===== src/rtl/dacs_defines.svh =====
// register offsets, field codes, command codes and reset values of the disk command sequencer
`ifndef DACS_DEFINES_SVH
`define DACS_DEFINES_SVH

// ***************************************************************
// register byte offsets
// ***************************************************************
`define DACS_OFS_CMD 8'h00
`define DACS_OFS_STATUS 8'h04
`define DACS_OFS_CFA 8'h08
`define DACS_OFS_DFA 8'h0C
`define DACS_OFS_DCF0 8'h10
`define DACS_OFS_DCF9 8'h34

// ***************************************************************
// status bit positions
// ***************************************************************
`define DACS_ST_BUSY 0
`define DACS_ST_SEEK_BUSY 1
`define DACS_ST_REFUSED 2
`define DACS_ST_DATA_CHECK 3

// ***************************************************************
// command codes
// ***************************************************************
`define DACS_CMD_SEEK 3'h1
`define DACS_CMD_RECAL 3'h2
`define DACS_CMD_READ_HA 3'h3
`define DACS_CMD_READ_KD 3'h4
`define DACS_CMD_READ_CKD 3'h5
`define DACS_CMD_VERIFY 3'h6

// ***************************************************************
// drive field codes and control field layout
// ***************************************************************
`define DACS_FLD_HA 2'h0
`define DACS_FLD_CNT 2'h1
`define DACS_FLD_KD 2'h2
`define DACS_FLD_CHK 2'h3
`define DACS_DCF_BYTES 10
`define DACS_HA_BYTES 4'h5
`define DACS_CNT_BYTES 4'h9
`define DACS_IDX_HEAD 4
`define DACS_IDX_REC 5
`define DACS_IDX_KL 6
`define DACS_IDX_N 9
`define DACS_REC_AFTER_SWITCH 8'h01
`define DACS_N_ALL_DONE 8'hFF
`define DACS_RESET_ADDR 16'h0000

`endif


===== src/rtl/dacs_pkg.sv =====
// types of the disk command sequencer
package dacs_pkg;
  typedef enum logic [2:0] {ST_IDLE, ST_SEEK, ST_HA, ST_CNT, ST_KD, ST_CHK} dacs_state_t;
endpackage


===== src/rtl/dacs_top.sv =====
// disk attachment command sequencer with ahb-lite register slave
`include "dacs_defines.svh"

module dacs_top #(
  parameter int ADDR_W = 16,
  parameter int LEN_W = 17
) (
  // clock and reset
  input wire logic mclk_i,
  input wire logic rst_i,
  // ahb-lite slave
  input wire logic hsel_i,
  input wire logic [31:0] haddr_i,
  input wire logic [1:0] htrans_i,
  input wire logic hwrite_i,
  input wire logic [2:0] hsize_i,
  input wire logic [31:0] hwdata_i,
  input wire logic hready_i,
  output logic hreadyout_o,
  output logic hresp_o,
  output logic [31:0] hrdata_o,
  // drive side pins
  input wire logic disk_strobe_i,
  input wire logic [7:0] disk_byte_i,
  input wire logic [1:0] disk_field_i,
  input wire logic disk_index_i,
  input wire logic seek_busy_i,
  input wire logic seek_ack_i,
  output logic seek_req_o,
  output logic [15:0] seek_cyl_o,
  output logic [7:0] seek_head_o,
  // main storage write port
  output logic mem_we_o,
  output logic [ADDR_W-1:0] mem_addr_o,
  output logic [7:0] mem_data_o
);

  // ***************************************************************
  // pin synchronisers
  // ***************************************************************
  logic [13:0] sync1_q, sync2_q;
  logic strobe_d1_q, index_d1_q;
  always_ff @(posedge mclk_i) begin
    if (rst_i) begin
      sync1_q <= 14'h0000;
      sync2_q <= 14'h0000;
      strobe_d1_q <= 1'b0;
      index_d1_q <= 1'b0;
    end else begin
      sync1_q <= {seek_ack_i, seek_busy_i, disk_index_i, disk_field_i, disk_byte_i, disk_strobe_i};
      sync2_q <= sync1_q;
      strobe_d1_q <= sync2_q[0];
      index_d1_q <= sync2_q[11];
    end
  end
  // byte data settles before its strobe, so the synced copies travel together
  logic byte_ev, index_ev, seek_busy_s, seek_ack_s;
  logic [7:0] byte_s;
  logic [1:0] field_s;
  assign byte_ev = sync2_q[0] & ~strobe_d1_q;
  assign byte_s = sync2_q[8:1];
  assign field_s = sync2_q[10:9];
  assign index_ev = sync2_q[11] & ~index_d1_q;
  assign seek_busy_s = sync2_q[12];
  assign seek_ack_s = sync2_q[13];

  // ***************************************************************
  // ahb-lite address phase capture
  // ***************************************************************
  logic wr_pend_q, rd_pend_q;
  logic [7:0] addr_q;
  always_ff @(posedge mclk_i) begin
    if (rst_i) begin
      wr_pend_q <= 1'b0;
      rd_pend_q <= 1'b0;
      addr_q <= 8'h00;
    end else begin
      if (hready_i) begin
        wr_pend_q <= hsel_i & htrans_i[1] & hwrite_i;
        rd_pend_q <= hsel_i & htrans_i[1] & ~hwrite_i;
        addr_q <= haddr_i[7:0];
      end
    end
  end
  assign hreadyout_o = 1'b1;
  assign hresp_o = 1'b0;

  // ***************************************************************
  // registers and sequencer
  // ***************************************************************
  dacs_pkg::dacs_state_t state_q;
  logic [2:0] cmd_q;
  logic [7:0] dcf_q [`DACS_DCF_BYTES];
  logic [7:0] cbuf_q [9];
  logic [ADDR_W-1:0] cfa_q, dfa_q, wptr_q;
  logic [3:0] idx_q;
  logic [LEN_W-1:0] left_q;
  logic [7:0] chk_q;
  logic oriented_q, skip_q, capture_q, chk_done_q, refused_q, data_check_q;
  logic busy, cmd_wr, refuse, is_vfy, match, kd_match;
  logic [LEN_W-1:0] len;
  logic [3:0] widx;
  logic [ADDR_W-1:0] start_q;

  assign busy = state_q != dacs_pkg::ST_IDLE;
  assign cmd_wr = wr_pend_q && addr_q == `DACS_OFS_CMD;
  // seek and recalibrate also refused while the drive still moves; this also masks a stale acknowledge
  assign refuse = cmd_wr && (busy || ((hwdata_i[2:0] == `DACS_CMD_SEEK || hwdata_i[2:0] == `DACS_CMD_RECAL) &&
                  seek_busy_s));
  assign is_vfy = cmd_q == `DACS_CMD_VERIFY;
  assign len = LEN_W'(cbuf_q[`DACS_IDX_KL]) + LEN_W'({cbuf_q[7], byte_s});
  // compare against the expected id; count key data looks for the record number minus one first
  assign match = cbuf_q[0] == dcf_q[0] && cbuf_q[1] == dcf_q[1] && cbuf_q[2] == dcf_q[2] &&
                 cbuf_q[3] == dcf_q[3] && cbuf_q[4] == dcf_q[4] &&
                 cbuf_q[5] == (cmd_q == `DACS_CMD_READ_CKD ? dcf_q[5] - 8'h01 : dcf_q[5]);
  assign kd_match = byte_ev && field_s == `DACS_FLD_KD;
  assign widx = 4'(addr_q[7:2] - 6'h04);

  always_ff @(posedge mclk_i) begin
    if (rst_i) begin
      state_q <= dacs_pkg::ST_IDLE;
      cmd_q <= 3'h0;
      for (int i = 0; i < `DACS_DCF_BYTES; i++) dcf_q[i] <= 8'h00;
      for (int i = 0; i < 9; i++) cbuf_q[i] <= 8'h00;
      cfa_q <= `DACS_RESET_ADDR;
      dfa_q <= `DACS_RESET_ADDR;
      wptr_q <= `DACS_RESET_ADDR;
      start_q <= `DACS_RESET_ADDR;
      idx_q <= 4'h0;
      left_q <= '0;
      chk_q <= 8'h00;
      oriented_q <= 1'b0;
      skip_q <= 1'b0;
      capture_q <= 1'b0;
      chk_done_q <= 1'b0;
      data_check_q <= 1'b0;
      seek_req_o <= 1'b0;
      seek_cyl_o <= 16'h0000;
      seek_head_o <= 8'h00;
      mem_we_o <= 1'b0;
      mem_addr_o <= '0;
      mem_data_o <= 8'h00;
    end else begin
      mem_we_o <= 1'b0;
      // software writes only land while idle; during a command only the sequencer changes the fields
      if (wr_pend_q && !busy) begin
        if (addr_q == `DACS_OFS_CFA) cfa_q <= hwdata_i[ADDR_W-1:0];
        if (addr_q == `DACS_OFS_DFA) dfa_q <= hwdata_i[ADDR_W-1:0];
        if (addr_q >= `DACS_OFS_DCF0 && addr_q <= `DACS_OFS_DCF9) dcf_q[widx] <= hwdata_i[7:0];
      end
      case (state_q)
        dacs_pkg::ST_IDLE: begin
          if (cmd_wr && !refuse) begin
            cmd_q <= hwdata_i[2:0];
            idx_q <= 4'h0;
            oriented_q <= 1'b0;
            capture_q <= 1'b0;
            wptr_q <= dfa_q;
            start_q <= dfa_q;
            data_check_q <= 1'b0;
            case (hwdata_i[2:0])
              `DACS_CMD_SEEK: begin
                seek_req_o <= 1'b1;
                seek_cyl_o <= {dcf_q[1], dcf_q[2]};
                seek_head_o <= dcf_q[`DACS_IDX_HEAD];
                state_q <= dacs_pkg::ST_SEEK;
              end
              `DACS_CMD_RECAL: begin
                seek_req_o <= 1'b1;
                seek_cyl_o <= 16'h0000;
                seek_head_o <= 8'h00;
                state_q <= dacs_pkg::ST_SEEK;
              end
              `DACS_CMD_READ_HA: state_q <= dacs_pkg::ST_HA;
              `DACS_CMD_READ_KD, `DACS_CMD_READ_CKD, `DACS_CMD_VERIFY: state_q <= dacs_pkg::ST_CNT;
              default: state_q <= dacs_pkg::ST_IDLE;
            endcase
          end
        end
        dacs_pkg::ST_SEEK: begin
          // fields and their address registers are never touched by a seek
          if (seek_ack_s) begin
            seek_req_o <= 1'b0;
            state_q <= dacs_pkg::ST_IDLE;
          end
        end
        dacs_pkg::ST_HA: begin
          if (byte_ev && field_s == `DACS_FLD_HA) begin
            dcf_q[idx_q] <= byte_s;
            idx_q <= idx_q + 4'h1;
            if (idx_q == `DACS_HA_BYTES - 4'h1) begin
              idx_q <= 4'h0;
              oriented_q <= 1'b1;
              state_q <= dacs_pkg::ST_CNT;
            end
          end
        end
        dacs_pkg::ST_CNT: begin
          if (index_ev && oriented_q && cmd_q != `DACS_CMD_READ_HA) begin
            // head switch: next track, record zero is bypassed
            dcf_q[`DACS_IDX_HEAD] <= dcf_q[`DACS_IDX_HEAD] + 8'h01;
            dcf_q[`DACS_IDX_REC] <= `DACS_REC_AFTER_SWITCH;
            idx_q <= 4'h0;
          end else if (byte_ev && field_s == `DACS_FLD_CNT) begin
            cbuf_q[idx_q] <= byte_s;
            idx_q <= idx_q + 4'h1;
            if (cmd_q == `DACS_CMD_READ_HA || capture_q) begin
              mem_we_o <= 1'b1;
              mem_addr_o <= wptr_q;
              mem_data_o <= byte_s;
              wptr_q <= wptr_q + ADDR_W'(1);
              if (capture_q) dcf_q[idx_q] <= byte_s;
            end
            if (idx_q == `DACS_CNT_BYTES - 4'h1) begin
              idx_q <= 4'h0;
              left_q <= len;
              chk_q <= 8'h00;
              chk_done_q <= 1'b0;
              state_q <= dacs_pkg::ST_KD;
              if (cmd_q == `DACS_CMD_READ_HA || capture_q) begin
                skip_q <= 1'b0;
              end else if (cmd_q == `DACS_CMD_READ_CKD) begin
                skip_q <= 1'b1;
                capture_q <= match;
              end else begin
                skip_q <= !match;
                oriented_q <= oriented_q | match;
              end
            end
          end
        end
        dacs_pkg::ST_KD: begin
          if (left_q == '0) begin
            if (is_vfy && !skip_q && !chk_done_q) begin
              state_q <= dacs_pkg::ST_CHK;
            end else if (skip_q) begin
              state_q <= dacs_pkg::ST_CNT;
            end else if (cmd_q == `DACS_CMD_READ_HA) begin
              dfa_q <= start_q + ADDR_W'(9);
              state_q <= dacs_pkg::ST_IDLE;
            end else if (cmd_q == `DACS_CMD_READ_CKD) begin
              dfa_q <= wptr_q;
              state_q <= dacs_pkg::ST_IDLE;
            end else if (dcf_q[`DACS_IDX_N] == 8'h00) begin
              dcf_q[`DACS_IDX_N] <= `DACS_N_ALL_DONE;
              if (!is_vfy) dfa_q <= wptr_q;
              state_q <= dacs_pkg::ST_IDLE;
            end else begin
              dcf_q[`DACS_IDX_REC] <= dcf_q[`DACS_IDX_REC] + 8'h01;
              dcf_q[`DACS_IDX_N] <= dcf_q[`DACS_IDX_N] - 8'h01;
              state_q <= dacs_pkg::ST_CNT;
            end
          end else if (kd_match) begin
            left_q <= left_q - LEN_W'(1);
            chk_q <= chk_q ^ byte_s;
            if (!skip_q && !is_vfy) begin
              mem_we_o <= 1'b1;
              mem_addr_o <= wptr_q;
              mem_data_o <= byte_s;
              wptr_q <= wptr_q + ADDR_W'(1);
            end
          end
        end
        dacs_pkg::ST_CHK: begin
          if (byte_ev && field_s == `DACS_FLD_CHK) begin
            if (byte_s == chk_q) begin
              chk_done_q <= 1'b1;
              state_q <= dacs_pkg::ST_KD;
            end else begin
              data_check_q <= 1'b1;
              state_q <= dacs_pkg::ST_IDLE;
            end
          end
        end
        default: state_q <= dacs_pkg::ST_IDLE;
      endcase
    end
  end

  // ***************************************************************
  // refused flag, set wins over clear
  // ***************************************************************
  always_ff @(posedge mclk_i) begin
    if (rst_i) refused_q <= 1'b0;
    else if (refuse) refused_q <= 1'b1;
    else if (wr_pend_q && addr_q == `DACS_OFS_STATUS && hwdata_i[`DACS_ST_REFUSED]) refused_q <= 1'b0;
  end

  // ***************************************************************
  // read data
  // ***************************************************************
  always_comb begin
    hrdata_o = 32'h0000_0000;
    if (rd_pend_q) begin
      if (addr_q == `DACS_OFS_STATUS) begin
        hrdata_o[`DACS_ST_BUSY] = busy;
        hrdata_o[`DACS_ST_SEEK_BUSY] = seek_busy_s;
        hrdata_o[`DACS_ST_REFUSED] = refused_q;
        hrdata_o[`DACS_ST_DATA_CHECK] = data_check_q;
      end else if (addr_q == `DACS_OFS_CMD) hrdata_o[2:0] = cmd_q;
      else if (addr_q == `DACS_OFS_CFA) hrdata_o[ADDR_W-1:0] = cfa_q;
      else if (addr_q == `DACS_OFS_DFA) hrdata_o[ADDR_W-1:0] = dfa_q;
      else if (addr_q >= `DACS_OFS_DCF0 && addr_q <= `DACS_OFS_DCF9) hrdata_o[7:0] = dcf_q[widx];
    end
  end

  // ***************************************************************
  // checks
  // ***************************************************************
  refuse_busy_a: assert property (@(posedge mclk_i) disable iff (rst_i)
    cmd_wr && busy |=> $stable(state_q) && refused_q) else $error("command taken while busy");
  seek_busy_a: assert property (@(posedge mclk_i) disable iff (rst_i)
    cmd_wr && !busy && hwdata_i[2:0] == `DACS_CMD_SEEK && seek_busy_s |=> !seek_req_o)
    else $error("seek started while drive busy");
  seek_fields_a: assert property (@(posedge mclk_i) disable iff (rst_i)
    state_q == dacs_pkg::ST_SEEK |=> $stable(cfa_q) && $stable(dfa_q) && $stable(dcf_q[5]))
    else $error("seek changed a field");
  recal_zero_a: assert property (@(posedge mclk_i) disable iff (rst_i)
    cmd_wr && !refuse && hwdata_i[2:0] == `DACS_CMD_RECAL |=>
    seek_req_o && seek_cyl_o == 16'h0000 && seek_head_o == 8'h00)
    else $error("recalibrate target not zero");
  ha_dfa_a: assert property (@(posedge mclk_i) disable iff (rst_i)
    state_q == dacs_pkg::ST_KD && cmd_q == `DACS_CMD_READ_HA && left_q == '0 && !skip_q |=>
    dfa_q == start_q + ADDR_W'(9)) else $error("home read address not start plus 9");
  rec_step_a: assert property (@(posedge mclk_i) disable iff (rst_i)
    state_q == dacs_pkg::ST_KD && left_q == '0 && !skip_q && !is_vfy && cmd_q == `DACS_CMD_READ_KD &&
    dcf_q[9] != 8'h00 |=> dcf_q[5] == $past(dcf_q[5]) + 8'h01 && dcf_q[9] == $past(dcf_q[9]) - 8'h01)
    else $error("record or count byte not stepped");
  vfy_no_write_a: assert property (@(posedge mclk_i) disable iff (rst_i)
    is_vfy && busy |=> !mem_we_o && $stable(dfa_q)) else $error("verify wrote data");
  switch_rec_a: assert property (@(posedge mclk_i) disable iff (rst_i)
    state_q == dacs_pkg::ST_CNT && index_ev && oriented_q && cmd_q != `DACS_CMD_READ_HA |=>
    dcf_q[5] == `DACS_REC_AFTER_SWITCH) else $error("head switch did not resume at record 1");
  end_count_a: assert property (@(posedge mclk_i) disable iff (rst_i)
    state_q == dacs_pkg::ST_KD && left_q == '0 && !skip_q && cmd_q == `DACS_CMD_READ_KD && dcf_q[9] == 8'h00 |=>
    dcf_q[9] == 8'hFF && state_q == dacs_pkg::ST_IDLE) else $error("count not FF at end");

endmodule


===== config.mk =====
export PLATFORM = sky130hd
export DESIGN_NAME = dacs_top
export DESIGN_NICKNAME = d
export VERILOG_FILES = /design/src/rtl/dacs_pkg.sv /design/src/rtl/dacs_top.sv
export VERILOG_INCLUDE_DIRS = /design/src /design/src/rtl
export SDC_FILE = /design/constraint.sdc
export NUM_CORES = 1
export LEC_CHECK = 0
export BUFFER_PORTS_ARGS = -buffer_cell sky130_fd_sc_hd__buf_2
export CORE_MARGIN = 4
export CORE_UTILIZATION = 60
export CTS_BUF_LIST = sky130_fd_sc_hd__clkbuf_16
export CTS_CLUSTER_DIAMETER = 120
export CTS_CLUSTER_SIZE = 12
export DETAILED_ROUTE_END_ITERATION = 7
export PLACE_DENSITY = 0.8
export SKIP_CTS_REPAIR_TIMING = 1
export SLEW_MARGIN = 5
export SYNTH_ARGS = -nofsm -noshare
export SYNTH_HDL_FRONTEND = slang
export SYNTH_SLANG_ARGS = --single-unit

===== constraint.sdc =====
create_clock -name mclk_i -period 10.1 [get_ports mclk_i]
set_input_delay 3.03 -clock mclk_i [delete_from_list [all_inputs] [get_ports mclk_i]]
set_output_delay 3.03 -clock mclk_i [all_outputs]
set_load 0.01 [all_outputs]

Yosys cells after proc, flatten, opt, wreduce, memory -nomap -nowiden
Memories as Yosys holds them, arrays and structs flattened.
Index checks and enable logic that the tools add are counted.

operators by class
  $add $sub $neg = 10
  order comparisons = 2
  equal/unequal tests = 50
  mux-type cells = 178
  bitwise gates (word level) = 17
  reduce and logical (&&, ||, !) cells = 65

operators by type and width
  kind                                                 count
  2-to-1 mux 16 bit                                    25
  2-to-1 mux 8 bit                                     24
  2-to-1 mux 17 bit                                    5
  2-to-1 mux 1 bit                                     80
  one-hot mux 16 bit (2 select lines)                  2
  == test 8 bit                                        7
  one-hot mux 16 bit (3 select lines)                  1
  one-hot mux 8 bit (2 select lines)                   3
  2-to-1 mux 4 bit                                     10
  inequality test 2 bit (second input constant)        19
  2-to-1 mux 3 bit                                     12
  one-hot mux 17 bit (2 select lines)                  1
  OR reduction 8 bit                                   3
  logical AND 1 bit                                    22
  == test 3 bit (second input constant)                7
  one-hot mux 3 bit (6 select lines)                   1
  AND reduction 9 bit                                  2
  adder 8 x 16 -> 17 bit                               1
  logical NOT 17 bit                                   1
  subtractor 17 x 1 -> 17 bit (second input constant)  1
  adder 16 x 1 -> 16 bit (second input constant)       1
  adder 16 x 4 -> 16 bit (second input constant)       1
  adder 8 x 1 -> 8 bit (second input constant)         2
  == test 8 x 4 -> 1 bit (second input constant)       2
  other kinds (40)                                     89

word-level totals
  bits in registers = 195
  memory bits (writable) = 152
  output and inout bits = 84
  logic and storage cells = 352
  memories kept = 2

memory list
  name    words  width  read ports  clocked after Yosys merged registers in  write ports  line            source
  dcf_q   10     8      8           0                                        10           dacs_top.sv:93  logic [7:0] dcf_q [`DACS_DCF_BYTES];
  cbuf_q  9      8      8           0                                        9            dacs_top.sv:94  logic [7:0] cbuf_q [9];

Depth between registers and ports, before layout
An unclocked memory read counts as a cell.

  depth after elaboration = 14
  gate-level depth with buffers = 12
  gate-level depth less buffers = 10

Worst setup path before layout
No wires, ideal clock.

  kind = reg-to-output
  start = reg addr_q[4]
  end = out hrdata_o[6]
  arrival = 3027 ps
  required time = 7070 ps
  slack = 4043 ps
  stages on the path, launching flop included = 11
  path buffers = 3
  cells stage by stage = dfxtp_1 > clkbuf_1 > clkbuf_1 > inv_1 > ha_1 > or3b_2 > or3_1 > nor3b_1 > clkbuf_1 > a211oi_1 > nor3_1

on the way
  word-level cells in the longest chain between the ends = 8
  elaborated cells on any way between the ends = 15
  classes of those cells = add/sub (1); order compare (2); eq/ne (3); mux (6); reduce/logical (2); memory (1)

ends and longest elaborated chain
  element                                                   line             source
  from (decl)                                               dacs_top.sv:71   logic [7:0] addr_q;
  from (signal assigned)                                    dacs_top.sv:81   addr_q <= haddr_i[7:0];
  subtractor 4 x 3 -> 4 bit, or another cell as far along   dacs_top.sv:117  assign widx = 4'(addr_q[7:2] - 6'h04);
  memory (10 x 8 bit) or logical AND 1 bit (tied branches)  n/a
  2-to-1 mux 8 bit                                          dacs_top.sv:303  else if (addr_q >= `DACS_OFS_DCF0 && addr_q <= `DACS_OFS_DCF9) hrdata_o[7:0] = dcf_q[widx];
  2-to-1 mux 8 bit                                          dacs_top.sv:302  else if (addr_q == `DACS_OFS_DFA) hrdata_o[ADDR_W-1:0] = dfa_q;
  2-to-1 mux 16 bit                                         dacs_top.sv:301  else if (addr_q == `DACS_OFS_CFA) hrdata_o[ADDR_W-1:0] = cfa_q;
  2-to-1 mux 13 bit                                         dacs_top.sv:300  end else if (addr_q == `DACS_OFS_CMD) hrdata_o[2:0] = cmd_q;
  2-to-1 mux 12 bit (*)                                     dacs_top.sv:295  if (addr_q == `DACS_OFS_STATUS) begin
  2-to-1 mux 16 bit (*)                                     dacs_top.sv:294  if (rd_pend_q) begin
  to (decl)                                                 dacs_top.sv:21   output logic [31:0] hrdata_o,

Every way passes the cells marked *; elsewhere a longest branch is shown, timed or not.

Final worst setup path
  start = reg addr_q[4]
  end = out hrdata_o[2]

on the way
  word-level cells in the longest chain between the ends = 8
  elaborated cells on any way between the ends = 15
  classes of those cells = add/sub (1); order compare (2); eq/ne (3); mux (6); reduce/logical (2); memory (1)

ends and longest elaborated chain
  element                                                   line
  subtractor 4 x 3 -> 4 bit, or another cell as far along   dacs_top.sv:117
  memory (10 x 8 bit) or logical AND 1 bit (tied branches)  n/a
  2-to-1 mux 8 bit                                          dacs_top.sv:303
  2-to-1 mux 8 bit                                          dacs_top.sv:302
  2-to-1 mux 16 bit                                         dacs_top.sv:301
  2-to-1 mux 3 bit                                          dacs_top.sv:300
  2-to-1 mux 4 bit (*)                                      dacs_top.sv:295
  2-to-1 mux 16 bit (*)                                     dacs_top.sv:294

Marks and branches as above.

==> out/results.ini <==
[status]
status=finished, final reports clean

[placement]
port_buffers=109
dpl.hpwl_mm=36.06
routabilityCongestion=0.9584
dp.cells=2387

[clock_tree]
cts-root-buf=clkbuf_16
htree_levels=2
numClockSinks=387
clkTransAtPathRegs_ns=0.06
insertion_delay_ns=0.54
clockBufferDepth=3
cts_buffers=38
cts_tree=done

[drt]
vias=15800
drt_wl_total_mm=53.27
ant_nets=0
first_pass_iters=6
avgRoutedWirePerCell_microns=21.77
drtIter0Drc=1824
via_per_inst=6.458
drc=0

[logic_synthesis]
netlist_area_sq_um=19300
ys_ff_latch=387
synth_largest_area_cell=edfxtp_1
yosys-top-cells-area=edfxtp_1 (30%), dfxtp_1 (20%), nand2_1 (5.0%)
postSynthAreaPerCell_sq_um=9.730
yosys_warnings=0
synth_cell_type_count=80
synth-edff-count=192
synth_compound_area_share_pct=12.54
synth_fa_ha_area_share_pct=1.659
synth-xor-area-share_pct=4.991
yosys.area_share.simple_pct=20.04
synth_flop_cell=dfxtp_1
syn-instance-count=1984
synthMuxAreaShare_pct=6.482
ys_seq_area_share_pct=50.09
synth_top_family_by_area=simple AND/OR/NAND/NOR gates
synth_top_area_share_pct=29.87
synthArstFlopShare_pct=0

[sta]
hold_viol=0
setup-violations-final=0
tightest_slew_ns=1.457
min_period_ns=6.886
slew_violations=0
rsz0062_at_grt=false
finClkSkew_ns=0.02157
finalCritPeriodShare_pct=68.18
timing.fmax_mhz=145.2
finalSetupTns_ns=0
timing.slew.headroom_pct=2.857

[worst_hold_path]
hold_class=reg2reg
worstHoldStart=sync1_q[2]$_SDFF_PP0_

[floorplanning]
die_y_microns=187.4
die_x_microns=187.4
dieArea_sq_um=35110
io_pins=172
start_util_pct=61.02
coreArea_sq_um=31640
rows=65

[power]
p_sw_mw=0.8599
leakagePower_nw=7.958
seq_power_share_pct=52.1
internal-power_mw=2.484
vdd_drop_max_v=0.0001232
powerDensity_nw_per_um2=158.5
power_frac_clock_pct=38.3
p_sw_share_pct=25.71
comb_power_share_pct=9.6

[global_route]
grt_use_met3_pct=5.562
track_usage_pct=29.14
grt-ovfl-total=0
met1_usage_pct=36.84
grt-busiest-layer=met2
antenna_found_initial=0
grt_max_degree=100
met2_usage_pct=48.28
grt_pass1_vias=14940
grt_first_pass_wirelength_mm=82.35

[flow_run]
maxCapViolCount=0

[worst_setup_path]
r2r-start=addr_q[4]$_SDFFE_PP0P_
cp-end-kind=primary output
startpoint=addr_q[4]$_SDFFE_PP0P_
crit_path_start_kind=register
critical_path_class=reg2out
cp_data_arrival_time_ns=3.86
critPathMaxFanout=17
cp_data_required_time_ns=7.07

[final_layout]
final_cells=2447
final_cell_mix=nand2_1 (255), dfxtp_1 (193), edfxtp_1 (192), nor2_1 (182), a21oi_1 (161)
antenna_cells=0
syn2layout_area_growth_pct=9.321
nets=2138
fill_cells=2349
final_common_cell=nand2_1
drive_gt1_share_pct=12.47

-- synthesized netlist by cell type, types with 10 or more instances --
cell      count
and3_1       79
buf_1        11
nand2_1     255
a22oi_1      14
nand4_1      20
nand3_1      56
or3_1        19
a21o_1       10
clkbuf_1    118
a31oi_1      10
nor2_1      183
a211oi_1     20
o22ai_1      38
xor2_1       64
nor3_1       35
edfxtp_1    192
mux2i_1      26
buf_4        18
nor4_1       27
o21ai_0      79
xnor2_1      46
dfxtp_1     195
mux4_2       40
nor2b_1      40
inv_1        39
a21oi_1     161
ha_1         24
nand2b_1     13
nand3b_1     13
-- area by class of cell --
type,count,area (sq um),area share (%)
clock buffer,38,950.9,4.506
timing repair buffer,137,762.0,3.611
multi-input combinational,1422,8931,42.32
sequential,387,9672,45.83
inverter,39,146.4,0.6937
clock inverter,22,137.6,0.6522
tap,402,503.0,2.383
-- power by group through the flow --
stage / clock, mW / combinational (mW) / sequential [mW]
2_1_floorplan: 0 / 0.257 / 1.73
3_3_place_gp: 0 / 0.306 / 1.77
3_5_place_dp: 0 / 0.312 / 1.77
4_1_cts: 1.29 / 0.314 / 1.74
5_1_grt: 1.36 / 0.347 / 1.75
6_report: 1.28 / 0.322 / 1.74
-- state kept, by name, indices dropped and copies added (netlist names), 3 cells and up --
signal / flops
seek_head_o: 8
wptr_q: 16
cfa_q: 16
left_q: 17
mem_addr_o: 16
idx_q: 4
sync1_q: 14
mem_data_o: 8
sync2_q: 14
state_q: 3
cmd_q: 3
dcf_q: 128
dfa_q: 16
addr_q: 8
cbuf_q: 64
seek_cyl_o: 16
chk_q: 8
start_q: 16
-- worst paths after layout --
kind / to / slack (ns) / cells past startpoint
setup / recovery: hrdata_o[2] / 3.21 / 9
hold / removal: sync2_q[2]$_SDFF_PP0_ / 0.43 / 1
setup reg to reg: dcf_q[9][4]$_DFFE_PP_ / 5.53 / 7
hold reg to reg: sync2_q[2]$_SDFF_PP0_ / 0.43 / 1
-- metrics by stage --
stage	hold slack, ns	setup WS, ns	cell area, sq um	utilization, %	total power, mW
floorplan	0.4138	4.043	19360	-	1.990
global placement	0.4216	3.466	20010	63.26	2.077
detailed placement	0.4204	3.291	20010	63.26	2.086
CTS	0.4316	3.248	21100	66.70	3.349
global route	0.4453	2.938	21100	66.70	3.454
finish	0.4290	3.214	21100	66.70	3.344
-- critical path, stage by stage (launching register included) --
cell and delay (ns):
dfxtp_1 0.58, inv_1 0.19, ha_1 0.15, or3b_2 0.49, or3_1 0.41, nor3b_2 0.85
nor2_1 0.20, a21oi_1 0.20, a211oi_1 0.09, buf_2 0.16
-- metal layers --
layer / wire length (microns) / vias to the layer above / part of all wire (%)
met4: 2930 / 0 / 5.5
met1: 19630 / 7507 / 37
met5: 0 / - / 0
li1: - / 7190 / -
met2: 25310 / 910 / 48
met3: 5402 / 195 / 10
-- logic make-up after synthesis --
family | after synthesis
simple gates | 792
compound gates | 403
flops | 387
buf+inv | 191
xor+xnor | 110
mux | 74
fa+ha+maj | 25
other cells | 2
(Power assumes the default switching activity.)
